===== config.mk =====
export PLATFORM = sky130hd
export DESIGN_NAME = nand_prot_host
export DESIGN_NICKNAME = d
export VERILOG_FILES = /design/src/hdl/nand_prot_pkg.sv /design/src/hdl/nand_prot_host.sv
export VERILOG_INCLUDE_DIRS = /design/src /design/src/hdl
export SDC_FILE = /design/constraint.sdc
export NUM_CORES = 1
export LEC_CHECK = 0
export BUFFER_PORTS_ARGS = -buffer_cell sky130_fd_sc_hd__buf_2
export CORE_AREA = 2 2 144 146
export CTS_CLUSTER_DIAMETER = 40
export DETAILED_ROUTE_END_ITERATION = 6
export DIE_AREA = 0 0 146 148
export GPL_ROUTABILITY_DRIVEN = 0
export SLEW_MARGIN = 20
export SYNTH_ARGS = -nofsm -noshare
export SYNTH_HDL_FRONTEND = slang
export SYNTH_SLANG_ARGS = --single-unit

===== constraint.sdc =====
create_clock -name clock_i -period 2.2 [get_ports clock_i]
set_input_delay 0.22 -clock clock_i [delete_from_list [all_inputs] [get_ports clock_i]]
set_output_delay 0.22 -clock clock_i [all_outputs]
set_load 0.02 [all_outputs]

===== src/hdl/nand_prot_defs.svh =====
// constants for the nand protection/otp host controller
// assumes a byte-wide async nand bus driven from one 20 MHz clock
`ifndef NAND_PROT_DEFS_SVH
`define NAND_PROT_DEFS_SVH
// ==========================================================
// command bytes
`define CMD_LOCK_QUERY   8'h7A
`define CMD_EN0          8'h4C
`define CMD_EN1          8'h03
`define CMD_EN2          8'h1D
`define CMD_EN3          8'h41
`define CMD_PROG_SETUP   8'h80
`define CMD_PROG_CONFIRM 8'h10
`define CMD_RESET        8'hFF
`define CMD_SET_FEATURE  8'hEF
`define CMD_READ_STATUS  8'h70
`define CMD_RAND_INPUT   8'h85
// ==========================================================
// feature and parameter values
`define FEAT_OTP_ADDR    8'h90
`define OTP_P1_EXIT      8'h00
`define OTP_P1_OPER      8'h01
`define OTP_P1_PROTECT   8'h03
`define OTP_PAGE_FIRST   8'h02
`define OTP_PAGE_LAST    8'h1F
`define GROUP_LAST       4'hB
`define OTP_PARTIAL_MAX  3'h4
// ==========================================================
// status byte fields
`define ST_READY_BIT     5
`define ST_FAIL_BIT      0
`define LOCK_FIELD_MSB   2
// ==========================================================
// bus timing: strobe phase length in ns and cycles at 50 ns
`define CLK_PERIOD_NS    50
`define STROBE_NS        50
`define STROBE_CYC       ((`STROBE_NS + `CLK_PERIOD_NS - 1) / `CLK_PERIOD_NS)
`endif


===== src/hdl/nand_prot_pkg.sv =====
// types for the nand protection/otp host controller
// assumes the defs header supplies all numeric constants
package nand_prot_pkg;
   // ==========================================================
   // user operations
   typedef enum logic [2:0] {
      op_lock_query = 3'h0,  // read block protection state
      op_perm_prot  = 3'h1,  // permanent group protect
      op_otp_mode   = 3'h2,  // set otp mode via feature 90h
      op_otp_prog   = 3'h3,  // program otp bytes
      op_otp_lock   = 3'h4,  // protect otp area
      op_status     = 3'h5   // plain status read
   } op_kind_t;
   // request carried as one struct
   typedef struct packed {
      op_kind_t   kind;
      logic [7:0] arg0;   // block/page/group/p1 value
      logic [7:0] arg1;   // block high / column low
      logic [7:0] data;   // otp data byte
   } nand_req_t;
   // pin bundle toward the flash
   typedef struct packed {
      logic       ce_n;
      logic       cle;
      logic       ale;
      logic       we_n;
      logic       read_strobe_n;
   } nand_ctl_t;
endpackage : nand_prot_pkg


===== src/hdl/nand_prot_host.sv =====
// host controller for flash lock query, permanent protect and otp ops
// assumes flash pins synchronous to clock_i; rb_n_i low means busy
`include "nand_prot_defs.svh"
module nand_prot_host (
   input  wire logic                     clock_i,
   input  wire logic                     srst_i,
   input  wire nand_prot_pkg::nand_req_t req_i,      // operation request
   input  wire logic                     req_valid_i,
   output logic                          req_ready_o,
   output logic                          done_o,     // one-cycle pulse
   output logic [7:0]                    result_o,   // status / lock byte
   output logic                          error_o,    // refused or failed
   output nand_prot_pkg::nand_ctl_t      ctl_o,      // strobes to flash
   output logic [7:0]                    io_o,
   output logic                          io_oe_o,
   input  wire logic [7:0]               io_i,
   input  wire logic                     rb_n_i,
   output logic                          wp_n_o
);
   // ==========================================================
   // bus cycle kinds of the sequencer script
   typedef enum logic [1:0] {
      cy_cmd  = 2'h0,
      cy_addr = 2'h1,
      cy_data = 2'h2,
      cy_read = 2'h3
   } cyc_kind_t;
   // states, gray along idle->load->low->high->busy
   typedef enum logic [2:0] {
      st_idle = 3'b000,
      st_load = 3'b001,
      st_low  = 3'b011,
      st_high = 3'b010,
      st_wait = 3'b110,
      st_done = 3'b111
   } state_t;
   // ==========================================================
   // registers
   state_t                  state_ff;      // sequencer
   nand_prot_pkg::nand_req_t req_ff;       // latched request
   logic [3:0]              step_ff;       // script index
   logic [3:0]              last_ff;       // last script index
   logic [1:0]              tmr_ff;        // strobe phase timer
   logic [7:0]              rdata_ff;      // captured byte
   logic [7:0]              otp_page_ff;   // last programmed otp page
   logic [2:0]              part_cnt_ff;   // partial programs this page
   logic                    otp_lock_ff;   // area known protected
   logic                    seen_busy_ff;  // busy seen after confirm or last feature byte
   // script entry decode for current step
   cyc_kind_t               cyc;
   logic [7:0]              cyc_byte;
   logic                    wait_busy;
   logic                    refuse;
   // ==========================================================
   // script: one cycle per step for each operation kind
   always_comb begin
      cyc       = cy_cmd;
      cyc_byte  = `CMD_RESET;
      wait_busy = 1'b0;
      case (req_ff.kind)
         nand_prot_pkg::op_lock_query: begin
            case (step_ff)
               4'h0: cyc_byte = `CMD_LOCK_QUERY;
               4'h1: begin
                  cyc      = cy_addr;
                  cyc_byte = {req_ff.arg0[7:6], 6'h00}; // invert low
               end
               4'h2: begin
                  cyc = cy_addr; cyc_byte = req_ff.arg1;
               end
               4'h3: begin
                  cyc = cy_addr; cyc_byte = 8'h00;
               end
               default: cyc = cy_read;
            endcase
         end
         nand_prot_pkg::op_perm_prot: begin
            // back-to-back, no stray cycle in between
            case (step_ff)
               4'h0: cyc_byte = `CMD_EN0;
               4'h1: cyc_byte = `CMD_EN1;
               4'h2: cyc_byte = `CMD_EN2;
               4'h3: cyc_byte = `CMD_EN3;
               4'h4: cyc_byte = `CMD_PROG_SETUP;
               4'h5, 4'h6, 4'h7, 4'h9: begin
                  cyc = cy_addr; cyc_byte = 8'h00;
               end
               4'h8: begin
                  cyc = cy_addr; cyc_byte = {4'h0, req_ff.arg0[3:0]};
               end
               4'hA: begin
                  cyc_byte = `CMD_PROG_CONFIRM; wait_busy = 1'b1;
               end
               4'hB: cyc_byte = `CMD_READ_STATUS;
               4'hC: cyc = cy_read;
               default: cyc_byte = `CMD_RESET; // leave mode
            endcase
         end
         nand_prot_pkg::op_otp_mode: begin
            case (step_ff)
               4'h0: cyc_byte = `CMD_SET_FEATURE;
               4'h1: begin
                  cyc = cy_addr; cyc_byte = `FEAT_OTP_ADDR;
               end
               4'h2: begin
                  cyc = cy_data; cyc_byte = req_ff.arg0;
               end
               default: begin
                  cyc = cy_data; cyc_byte = 8'h00;
                  wait_busy = (step_ff == 4'h5);
               end
            endcase
         end
         nand_prot_pkg::op_otp_prog, nand_prot_pkg::op_otp_lock: begin
            case (step_ff)
               4'h0: cyc_byte = `CMD_PROG_SETUP;
               4'h1: begin
                  cyc = cy_addr; cyc_byte = req_ff.arg1; // column low
               end
               4'h2: begin
                  cyc = cy_addr; cyc_byte = 8'h00; // column high
               end
               4'h3: begin
                  cyc = cy_addr; cyc_byte = req_ff.arg0; // page
               end
               4'h4, 4'h5: begin
                  cyc = cy_addr; cyc_byte = 8'h00;
               end
               4'h6: begin
                  cyc = cy_data; cyc_byte = req_ff.data;
               end
               4'h7: begin
                  cyc_byte = `CMD_PROG_CONFIRM; wait_busy = 1'b1;
               end
               4'h8: cyc_byte = `CMD_READ_STATUS;
               default: cyc = cy_read;
            endcase
         end
         default: begin
            case (step_ff)
               4'h0: cyc_byte = `CMD_READ_STATUS;
               default: cyc = cy_read;
            endcase
         end
      endcase
   end
   // ==========================================================
   // refusal checks made at request time
   always_comb begin
      refuse = 1'b0;
      case (req_i.kind)
         nand_prot_pkg::op_perm_prot:
            refuse = (req_i.arg0[3:0] > `GROUP_LAST);
         nand_prot_pkg::op_otp_prog:
            // range, ascending order, partial limit
            refuse = (req_i.arg0 < `OTP_PAGE_FIRST)
                  || (req_i.arg0 > `OTP_PAGE_LAST)
                  || (req_i.arg0 < otp_page_ff)
                  || ((req_i.arg0 == otp_page_ff)
                      && (part_cnt_ff >= `OTP_PARTIAL_MAX));
         nand_prot_pkg::op_otp_lock:
            refuse = (req_i.arg0 != 8'h00) || (req_i.data != 8'h00);
         default: refuse = 1'b0;
      endcase
   end
   // ==========================================================
   // sequencer
   always_ff @(posedge clock_i) begin
      if (srst_i) begin
         state_ff     <= st_idle;
         step_ff      <= 4'h0;
         last_ff      <= 4'h0;
         tmr_ff       <= 2'h0;
         seen_busy_ff <= 1'b0;
      end else begin
         case (state_ff)
            st_idle: begin
               if (req_valid_i && !refuse) begin
                  state_ff <= st_load;
                  step_ff  <= 4'h0;
                  case (req_i.kind)
                     nand_prot_pkg::op_lock_query: last_ff <= 4'h4;
                     nand_prot_pkg::op_perm_prot:  last_ff <= 4'hD;
                     nand_prot_pkg::op_otp_mode:   last_ff <= 4'h5;
                     nand_prot_pkg::op_status:     last_ff <= 4'h1;
                     default:                      last_ff <= 4'h9;
                  endcase
               end
            end
            st_load: begin
               // setup phase: pins settle before strobe drops
               tmr_ff   <= 2'(`STROBE_CYC);
               state_ff <= st_low;
            end
            st_low: begin
               if (tmr_ff > 2'h1) begin
                  tmr_ff <= tmr_ff - 2'h1;
               end else begin
                  tmr_ff   <= 2'(`STROBE_CYC);
                  state_ff <= st_high;
               end
            end
            st_high: begin
               if (tmr_ff > 2'h1) begin
                  tmr_ff <= tmr_ff - 2'h1;
               end else if (wait_busy) begin
                  seen_busy_ff <= 1'b0;
                  state_ff     <= st_wait;
               end else if (step_ff == last_ff) begin
                  state_ff <= st_done;
               end else begin
                  step_ff  <= step_ff + 4'h1;
                  state_ff <= st_load;
               end
            end
            st_wait: begin
               // wait out program busy time, short refusal busy or feature busy
               if (!rb_n_i) begin
                  seen_busy_ff <= 1'b1;
               end else if (seen_busy_ff && step_ff == last_ff) begin
                  // busy on the last step ends the op, no extra cycles
                  state_ff <= st_done;
               end else if (seen_busy_ff) begin
                  step_ff  <= step_ff + 4'h1;
                  state_ff <= st_load;
               end
            end
            st_done:  state_ff <= st_idle;
            default:  state_ff <= st_idle;
         endcase
      end
   end
   // ==========================================================
   // request latch and captured read byte
   always_ff @(posedge clock_i) begin
      if (srst_i) begin
         req_ff   <= '0;
         rdata_ff <= 8'h00;
      end else begin
         if (state_ff == st_idle && req_valid_i) req_ff <= req_i;
         // sample while the strobe stands low; byte valid since its fall
         if (state_ff == st_high && tmr_ff == 2'h1 && cyc == cy_read)
            rdata_ff <= io_i;
      end
   end
   // ==========================================================
   // otp bookkeeping; device does the real refusal, we mirror it
   always_ff @(posedge clock_i) begin
      if (srst_i) begin
         otp_page_ff <= 8'h00;
         part_cnt_ff <= 3'h0;
         otp_lock_ff <= 1'b0;
      end else if (state_ff == st_done && !rdata_ff[`ST_FAIL_BIT]) begin
         if (req_ff.kind == nand_prot_pkg::op_otp_prog) begin
            otp_page_ff <= req_ff.arg0;
            part_cnt_ff <= (req_ff.arg0 == otp_page_ff)
                         ? part_cnt_ff + 3'h1 : 3'h1;
         end
         if (req_ff.kind == nand_prot_pkg::op_otp_lock)
            otp_lock_ff <= 1'b1;
      end
   end
   // ==========================================================
   // outputs, all registered
   always_ff @(posedge clock_i) begin
      if (srst_i) begin
         ctl_o       <= '{ce_n: 1'b1, cle: 1'b0, ale: 1'b0,
                          we_n: 1'b1, read_strobe_n: 1'b1};
         io_o        <= 8'h00;
         io_oe_o     <= 1'b0;
         req_ready_o <= 1'b0;
         done_o      <= 1'b0;
         result_o    <= 8'h00;
         error_o     <= 1'b0;
         wp_n_o      <= 1'b0;
      end else begin
         wp_n_o      <= 1'b1; // keep write-protect released
         req_ready_o <= (state_ff == st_idle) && !req_valid_i;
         done_o      <= 1'b0;
         ctl_o.ce_n  <= (state_ff == st_idle) || (state_ff == st_done);
         ctl_o.cle   <= (state_ff != st_idle) && (cyc == cy_cmd);
         ctl_o.ale   <= (state_ff != st_idle) && (cyc == cy_addr);
         ctl_o.we_n  <= !((state_ff == st_low) && (cyc != cy_read));
         ctl_o.read_strobe_n <= !((state_ff == st_low) && (cyc == cy_read));
         io_oe_o     <= (state_ff == st_load || state_ff == st_low
                         || state_ff == st_high) && (cyc != cy_read);
         io_o        <= cyc_byte;
         if (state_ff == st_idle && req_valid_i && refuse) begin
            done_o  <= 1'b1;
            error_o <= 1'b1;
         end
         if (state_ff == st_done) begin
            done_o   <= 1'b1;
            result_o <= rdata_ff;
            case (req_ff.kind)
               nand_prot_pkg::op_lock_query:
                  // only the four documented codes are valid
                  error_o <= !(rdata_ff[`LOCK_FIELD_MSB:0] == 3'h1
                            || rdata_ff[`LOCK_FIELD_MSB:0] == 3'h2
                            || rdata_ff[`LOCK_FIELD_MSB:0] == 3'h5
                            || rdata_ff[`LOCK_FIELD_MSB:0] == 3'h6);
               default:
                  error_o <= rdata_ff[`ST_FAIL_BIT];
            endcase
         end
      end
   end
   // ==========================================================
   // checks
   chk_wp_released: assert property (@(posedge clock_i) disable iff (srst_i)
      (state_ff == st_low) |-> wp_n_o)
      else $error("write-protect low during a bus cycle");
   chk_read_no_drive: assert property (@(posedge clock_i)
      disable iff (srst_i)
      !ctl_o.read_strobe_n |-> !io_oe_o)
      else $error("driving io while reading");
   chk_otp_range: assert property (@(posedge clock_i) disable iff (srst_i)
      (state_ff != st_idle && req_ff.kind == nand_prot_pkg::op_otp_prog)
      |-> (req_ff.arg0 >= `OTP_PAGE_FIRST && req_ff.arg0 <= `OTP_PAGE_LAST))
      else $error("otp page out of range");
   chk_group_range: assert property (@(posedge clock_i) disable iff (srst_i)
      (state_ff != st_idle && req_ff.kind == nand_prot_pkg::op_perm_prot)
      |-> req_ff.arg0[3:0] <= `GROUP_LAST)
      else $error("protect group out of range");
   chk_partial_max: assert property (@(posedge clock_i) disable iff (srst_i)
      part_cnt_ff <= `OTP_PARTIAL_MAX)
      else $error("too many partial programs");
   chk_done_pulse: assert property (@(posedge clock_i) disable iff (srst_i)
      done_o |=> !done_o)
      else $error("done longer than one cycle");
   chk_enable_seq: assert property (@(posedge clock_i) disable iff (srst_i)
      (req_ff.kind == nand_prot_pkg::op_perm_prot && state_ff == st_low
       && step_ff < 4'h4) |=> (ctl_o.cle && !ctl_o.ale && !ctl_o.we_n))
      else $error("stray cycle inside enable sequence");
   chk_query_invert: assert property (@(posedge clock_i) disable iff (srst_i)
      (req_ff.kind == nand_prot_pkg::op_lock_query && step_ff == 4'h1
       && state_ff == st_low) |=> (ctl_o.ale && !io_o[0]))
      else $error("invert bit set in lock query");
   cov_protect: cover property (@(posedge clock_i) disable iff (srst_i)
      state_ff == st_done && req_ff.kind == nand_prot_pkg::op_perm_prot);
   cov_otp_prog: cover property (@(posedge clock_i) disable iff (srst_i)
      state_ff == st_done && req_ff.kind == nand_prot_pkg::op_otp_prog);
   cov_query: cover property (@(posedge clock_i) disable iff (srst_i)
      state_ff == st_done && req_ff.kind == nand_prot_pkg::op_lock_query);
   cov_otp_locked: cover property (@(posedge clock_i) disable iff (srst_i)
      state_ff == st_done && req_ff.kind == nand_prot_pkg::op_otp_prog
      && otp_lock_ff);
endmodule : nand_prot_host


==> metrics.csv <==
stage,metric,value,unit
sta,total setup violations reported at the end of the flow,0,
setup_path,element type at the critical path start,flop,
synthesis,register bit count reported by yosys,85,
setup_path,critical-path cell list,buf_4 -> nor2_1 -> a31oi_1 -> a41oi_1 -> o221a_4 -> buf_4 -> nor2_1 -> nor4_1,
route,DR vias,4892,
setup_path,type of destination of the critical path,flop,
place,number of I/O port buffers,64,
global_routing,global-route track usage on met1,18.7,%
synthesis,"Net Count, Synth",682,
final_layout,post-layout instance area,6220,um2
global_routing,first-pass GRT wire length,23900,um
final_layout,share of post-route cells with drive strength above 1,25.4,%
synthesis,ys async rst share,0,%
setup_path,WP buf/inv,2,
setup_path,required time of the critical path,2.45,ns
final_layout,area growth from synthesis to final layout,31.1,%
die,overall die area,21600,um2
setup_path,master of the slowest instance on the critical path,sky130_fd_sc_hd__dfxtp_1,
setup_path,data arrival time of the critical path,2.38,ns
global_routing,pin count of the biggest net entering global routing,41,
global_routing,global route total overflow,0,
sta,max-slew violation count,0,
clocking,CTS buffer count,9,
die,horizontal die dimension,146,um
synthesis,portion of the post-synthesis area used by sequential elements,35.9,%
global_routing,met2 Track Usage GR,21.7,%
clocking,hold buffer count at cts,0,
place,placed instance area,5780,um2
sta,Setup Skew,0.00677,ns
route,average via count per standard cell,4.84,
route,Pre-antenna DRT Iters,6,
synthesis,synthesis warning total,0,
clocking,maximum buffer depth of the clock tree,2,
clocking,sinks on the clock net,85,
clocking,clock root cell,sky130_fd_sc_hd__clkbuf_16,
route,Iter 0 DRT Violations,266,
global_routing,number of antenna violations at the first check in global routing,0,
job,maximum capacitance violations,0,
sta,Max-slew headroom,61.7,%
final_layout,final cell utilization of the core,31.0,%
setup_path,Slowest Stage Delay on Critical Path,0.43,ns
global_routing,grt met3 use,2.35,%
die,core box area,20000,um2
clocking,TritonCTS clock tree,built,
sta,fin worst setup slack,0.0669,ns
sta,"Period Utilization, post-route",97.0,%
place,Post-Place Cells,993,
route,routed length per placed instance,14.7,um
synthesis,Mapped Area,4740,um2
pwr,PnR Total Power,6680,uW
clocking,source-to-sink clock delay at the later pin of the worst-skew pair,0.35,ns
clocking,"Clk pin slew, worst setup/hold paths",0.06,ns
sta,actual transition at the worst max-transition pin,0.570,ns
sta,Final Critical Period,2.13,ns
synthesis,synthesized area per cell,7.56,um2
setup_path,critical-path maximum fanout,13,
synthesis,gate count of the mapped netlist,627,
sta,final hold viol count,0,
min_path,Hold WC Path Type,in2reg,
route,detailed-route DRC error count,0,
pwr,Lkg Pwr,0.00245,uW
route,Total Wirelength,14800,um
pwr,power density over the cells,1080,nW/um2
sta,highest attainable clock frequency,0.469,GHz
sta,setup repair after global routing missed its margin,yes,
die,vertical die dimension,148,um
clocking,number of H-tree branching levels,3,
synthesis,dominant synthesized flop cell,sky130_fd_sc_hd__dfxtp_1,
global_routing,peak-usage layer in the global routing report,met2,
pwr,peak ir drop on the vdd network,495,uV
synthesis,Netlist cell types,68,
final_layout,final non-filler cell total,1010,
setup_path,startpoint-to-endpoint class of the critical path,reg2reg,
setup_path,kind of cell adding the most delay to the critical path,simple AND/OR/NAND/NOR gates,
place,total half-perimeter wirelength after legalization and detailed placement,11300,um
route,number of nets still failing antenna checks after routing,0,
outcome,status,"complete, no violations",
die,initial core utilization,23.7,%
final_layout,layout net count,790,
global_routing,total global-route track usage,13.8,%
place,pre-CTS WS,-0.351,ns
final_layout,count of antenna diodes in the layout,0,
global_routing,number of global-route vias before repair,4541,
die,num rows,52,
synthesis,"EDFF count, synth",0,
die,number of ports placed on the die boundary,65,
-- power by group --
| group | switching [uW] | leakage, uW | internal [uW] |
|---|---|---|---|
| Combinational | 1700 | 0.00160 | 1320 |
| Sequential | 249 | 0.000697 | 1800 |
| Clock | 640 | 0.000151 | 976 |
-- cell type report --
class / count / area (um2)
clock buffers: 12 / 267
clock inverters: 4 / 53.8
fillers: 2188 / 13800
inverters: 21 / 78.8
multi-input cells: 480 / 2880
flip-flops and latches: 85 / 1710
well taps: 270 / 338
repair buffers: 138 / 888
-- stage by stage --
stage,hold WS [ns],TNS [ns]
final,0.103,0
after global routing,0.111,-0.365
after CTS,0.0951,0
after detailed placement,0.444,-2.38
after global placement,0.443,-2.94
after floorplan,0.296,0
-- sequential cells by signal (all words and copies together) (netlist names) --
register      cells
req_ff           27
io_o              8
otp_page_ff       8
rdata_ff          8
result_o          8
ctl_o             5
step_ff           4
last_ff           3
part_cnt_ff       3
state_ff          3
tmr_ff            2
done_o            1
error_o           1
io_oe_o           1
req_ready_o       1
seen_busy_ff      1
wp_n_o            1
-- per-layer routing --
layer  vias to the layer above  share of wire (%)
met5                         -                  0
met2                       134                 46
met3                        20                4.9
li1                       2436                  -
met1                      2302                 47
met4                         0                2.0
-- repair_timing --
action | CTS | global route
buffers inserted | 0 | 1
endpoints found under the setup margin | 1 | 29
gates resized for setup | 1 | 24
pin swaps | 0 | 3
-- layout by cell type (no fill, tap or decap), types with 7 or more instances in the layout --
master	instances
sky130_fd_sc_hd__nor3_1	11
sky130_fd_sc_hd__nand2_1	140
sky130_fd_sc_hd__nor2b_1	11
sky130_fd_sc_hd__dfxtp_1	78
sky130_fd_sc_hd__mux2i_1	8
sky130_fd_sc_hd__ha_1	12
sky130_fd_sc_hd__nand3_1	7
sky130_fd_sc_hd__nand4_1	7
sky130_fd_sc_hd__nand2b_1	7
sky130_fd_sc_hd__nor2_1	43
sky130_fd_sc_hd__a21oi_1	74
sky130_fd_sc_hd__o21ai_0	29
sky130_fd_sc_hd__a31oi_1	13
sky130_fd_sc_hd__clkbuf_16	9
sky130_fd_sc_hd__dfxtp_2	7
sky130_fd_sc_hd__inv_1	20
sky130_fd_sc_hd__buf_2	64
sky130_fd_sc_hd__xor2_1	11
sky130_fd_sc_hd__buf_4	73
-- Yosys cell counts (4+ instances only) --
| cell | instances | share of area [%] |
|---|---|---|
| sky130_fd_sc_hd__a31oi_1 | 13 | 1.7 |
| sky130_fd_sc_hd__o21a_1 | 5 | 0.79 |
| sky130_fd_sc_hd__a22oi_1 | 5 | 0.79 |
| sky130_fd_sc_hd__nand2b_1 | 7 | 0.92 |
| sky130_fd_sc_hd__ha_1 | 16 | 4.2 |
| sky130_fd_sc_hd__a221oi_1 | 5 | 0.92 |
| sky130_fd_sc_hd__nand3b_1 | 5 | 0.79 |
| sky130_fd_sc_hd__nand4_1 | 7 | 0.92 |
| sky130_fd_sc_hd__dfxtp_1 | 85 | 36 |
| sky130_fd_sc_hd__a32oi_1 | 5 | 0.92 |
| sky130_fd_sc_hd__a311oi_1 | 4 | 0.74 |
| sky130_fd_sc_hd__o211ai_1 | 5 | 0.79 |
| sky130_fd_sc_hd__a21oi_1 | 74 | 7.8 |
| sky130_fd_sc_hd__and2_1 | 4 | 0.53 |
| sky130_fd_sc_hd__clkbuf_1 | 28 | 2.2 |
| sky130_fd_sc_hd__inv_1 | 21 | 1.7 |
| sky130_fd_sc_hd__nand3_1 | 7 | 0.74 |
| sky130_fd_sc_hd__or3_1 | 4 | 0.53 |
| sky130_fd_sc_hd__nor2_1 | 44 | 3.5 |
| sky130_fd_sc_hd__xor2_1 | 11 | 2.0 |
| sky130_fd_sc_hd__mux2i_1 | 8 | 1.7 |
| sky130_fd_sc_hd__nor4_1 | 5 | 0.66 |
| sky130_fd_sc_hd__nor3_1 | 12 | 1.3 |
| sky130_fd_sc_hd__nand2_1 | 140 | 11 |
| sky130_fd_sc_hd__buf_2 | 8 | 0.84 |
| sky130_fd_sc_hd__nor2b_1 | 12 | 1.6 |
| sky130_fd_sc_hd__o21ai_0 | 29 | 3.1 |
-- worst register-to-register path, delay by kind of cell, from the launching register on --
family                 cells  cell delay [ns]
AO/OA/AOI/OAI              3             0.62
buffers and inverters      2             0.34
flip-flops                 1             0.43
AND/OR/NAND/NOR            3             0.65
-- path summary, 6_finish.rpt --
check / from / to / slack [ns] / cells after the start
setup / recovery: step_ff[3]$_SDFFE_PP0P_ / io_oe_o$_SDFF_PP0_ / 0.07 / 8
hold / removal: req_i[10] / req_ff[10]$_SDFFE_PP0P_ / 0.10 / 3
setup reg to reg: step_ff[3]$_SDFFE_PP0P_ / io_oe_o$_SDFF_PP0_ / 0.07 / 8
hold reg to reg: result_o[6]$_SDFFE_PP0P_ / result_o[6]$_SDFFE_PP0P_ / 0.45 / 2
-- cells by family (layout without fill, tap and decap cells) --
logic type      Yosys count  count (layout)  synth area share (%)
flops                    85              85                  35.9
fa+ha+maj                16              16                  4.22
buf+inv                  62             175                  5.36
xor+xnor                 12              12                  2.22
mux                       9               9                  1.98
simple gates            261             261                  25.3
compound gates          182             182                  25.0
(Power assumes the default switching activity.)
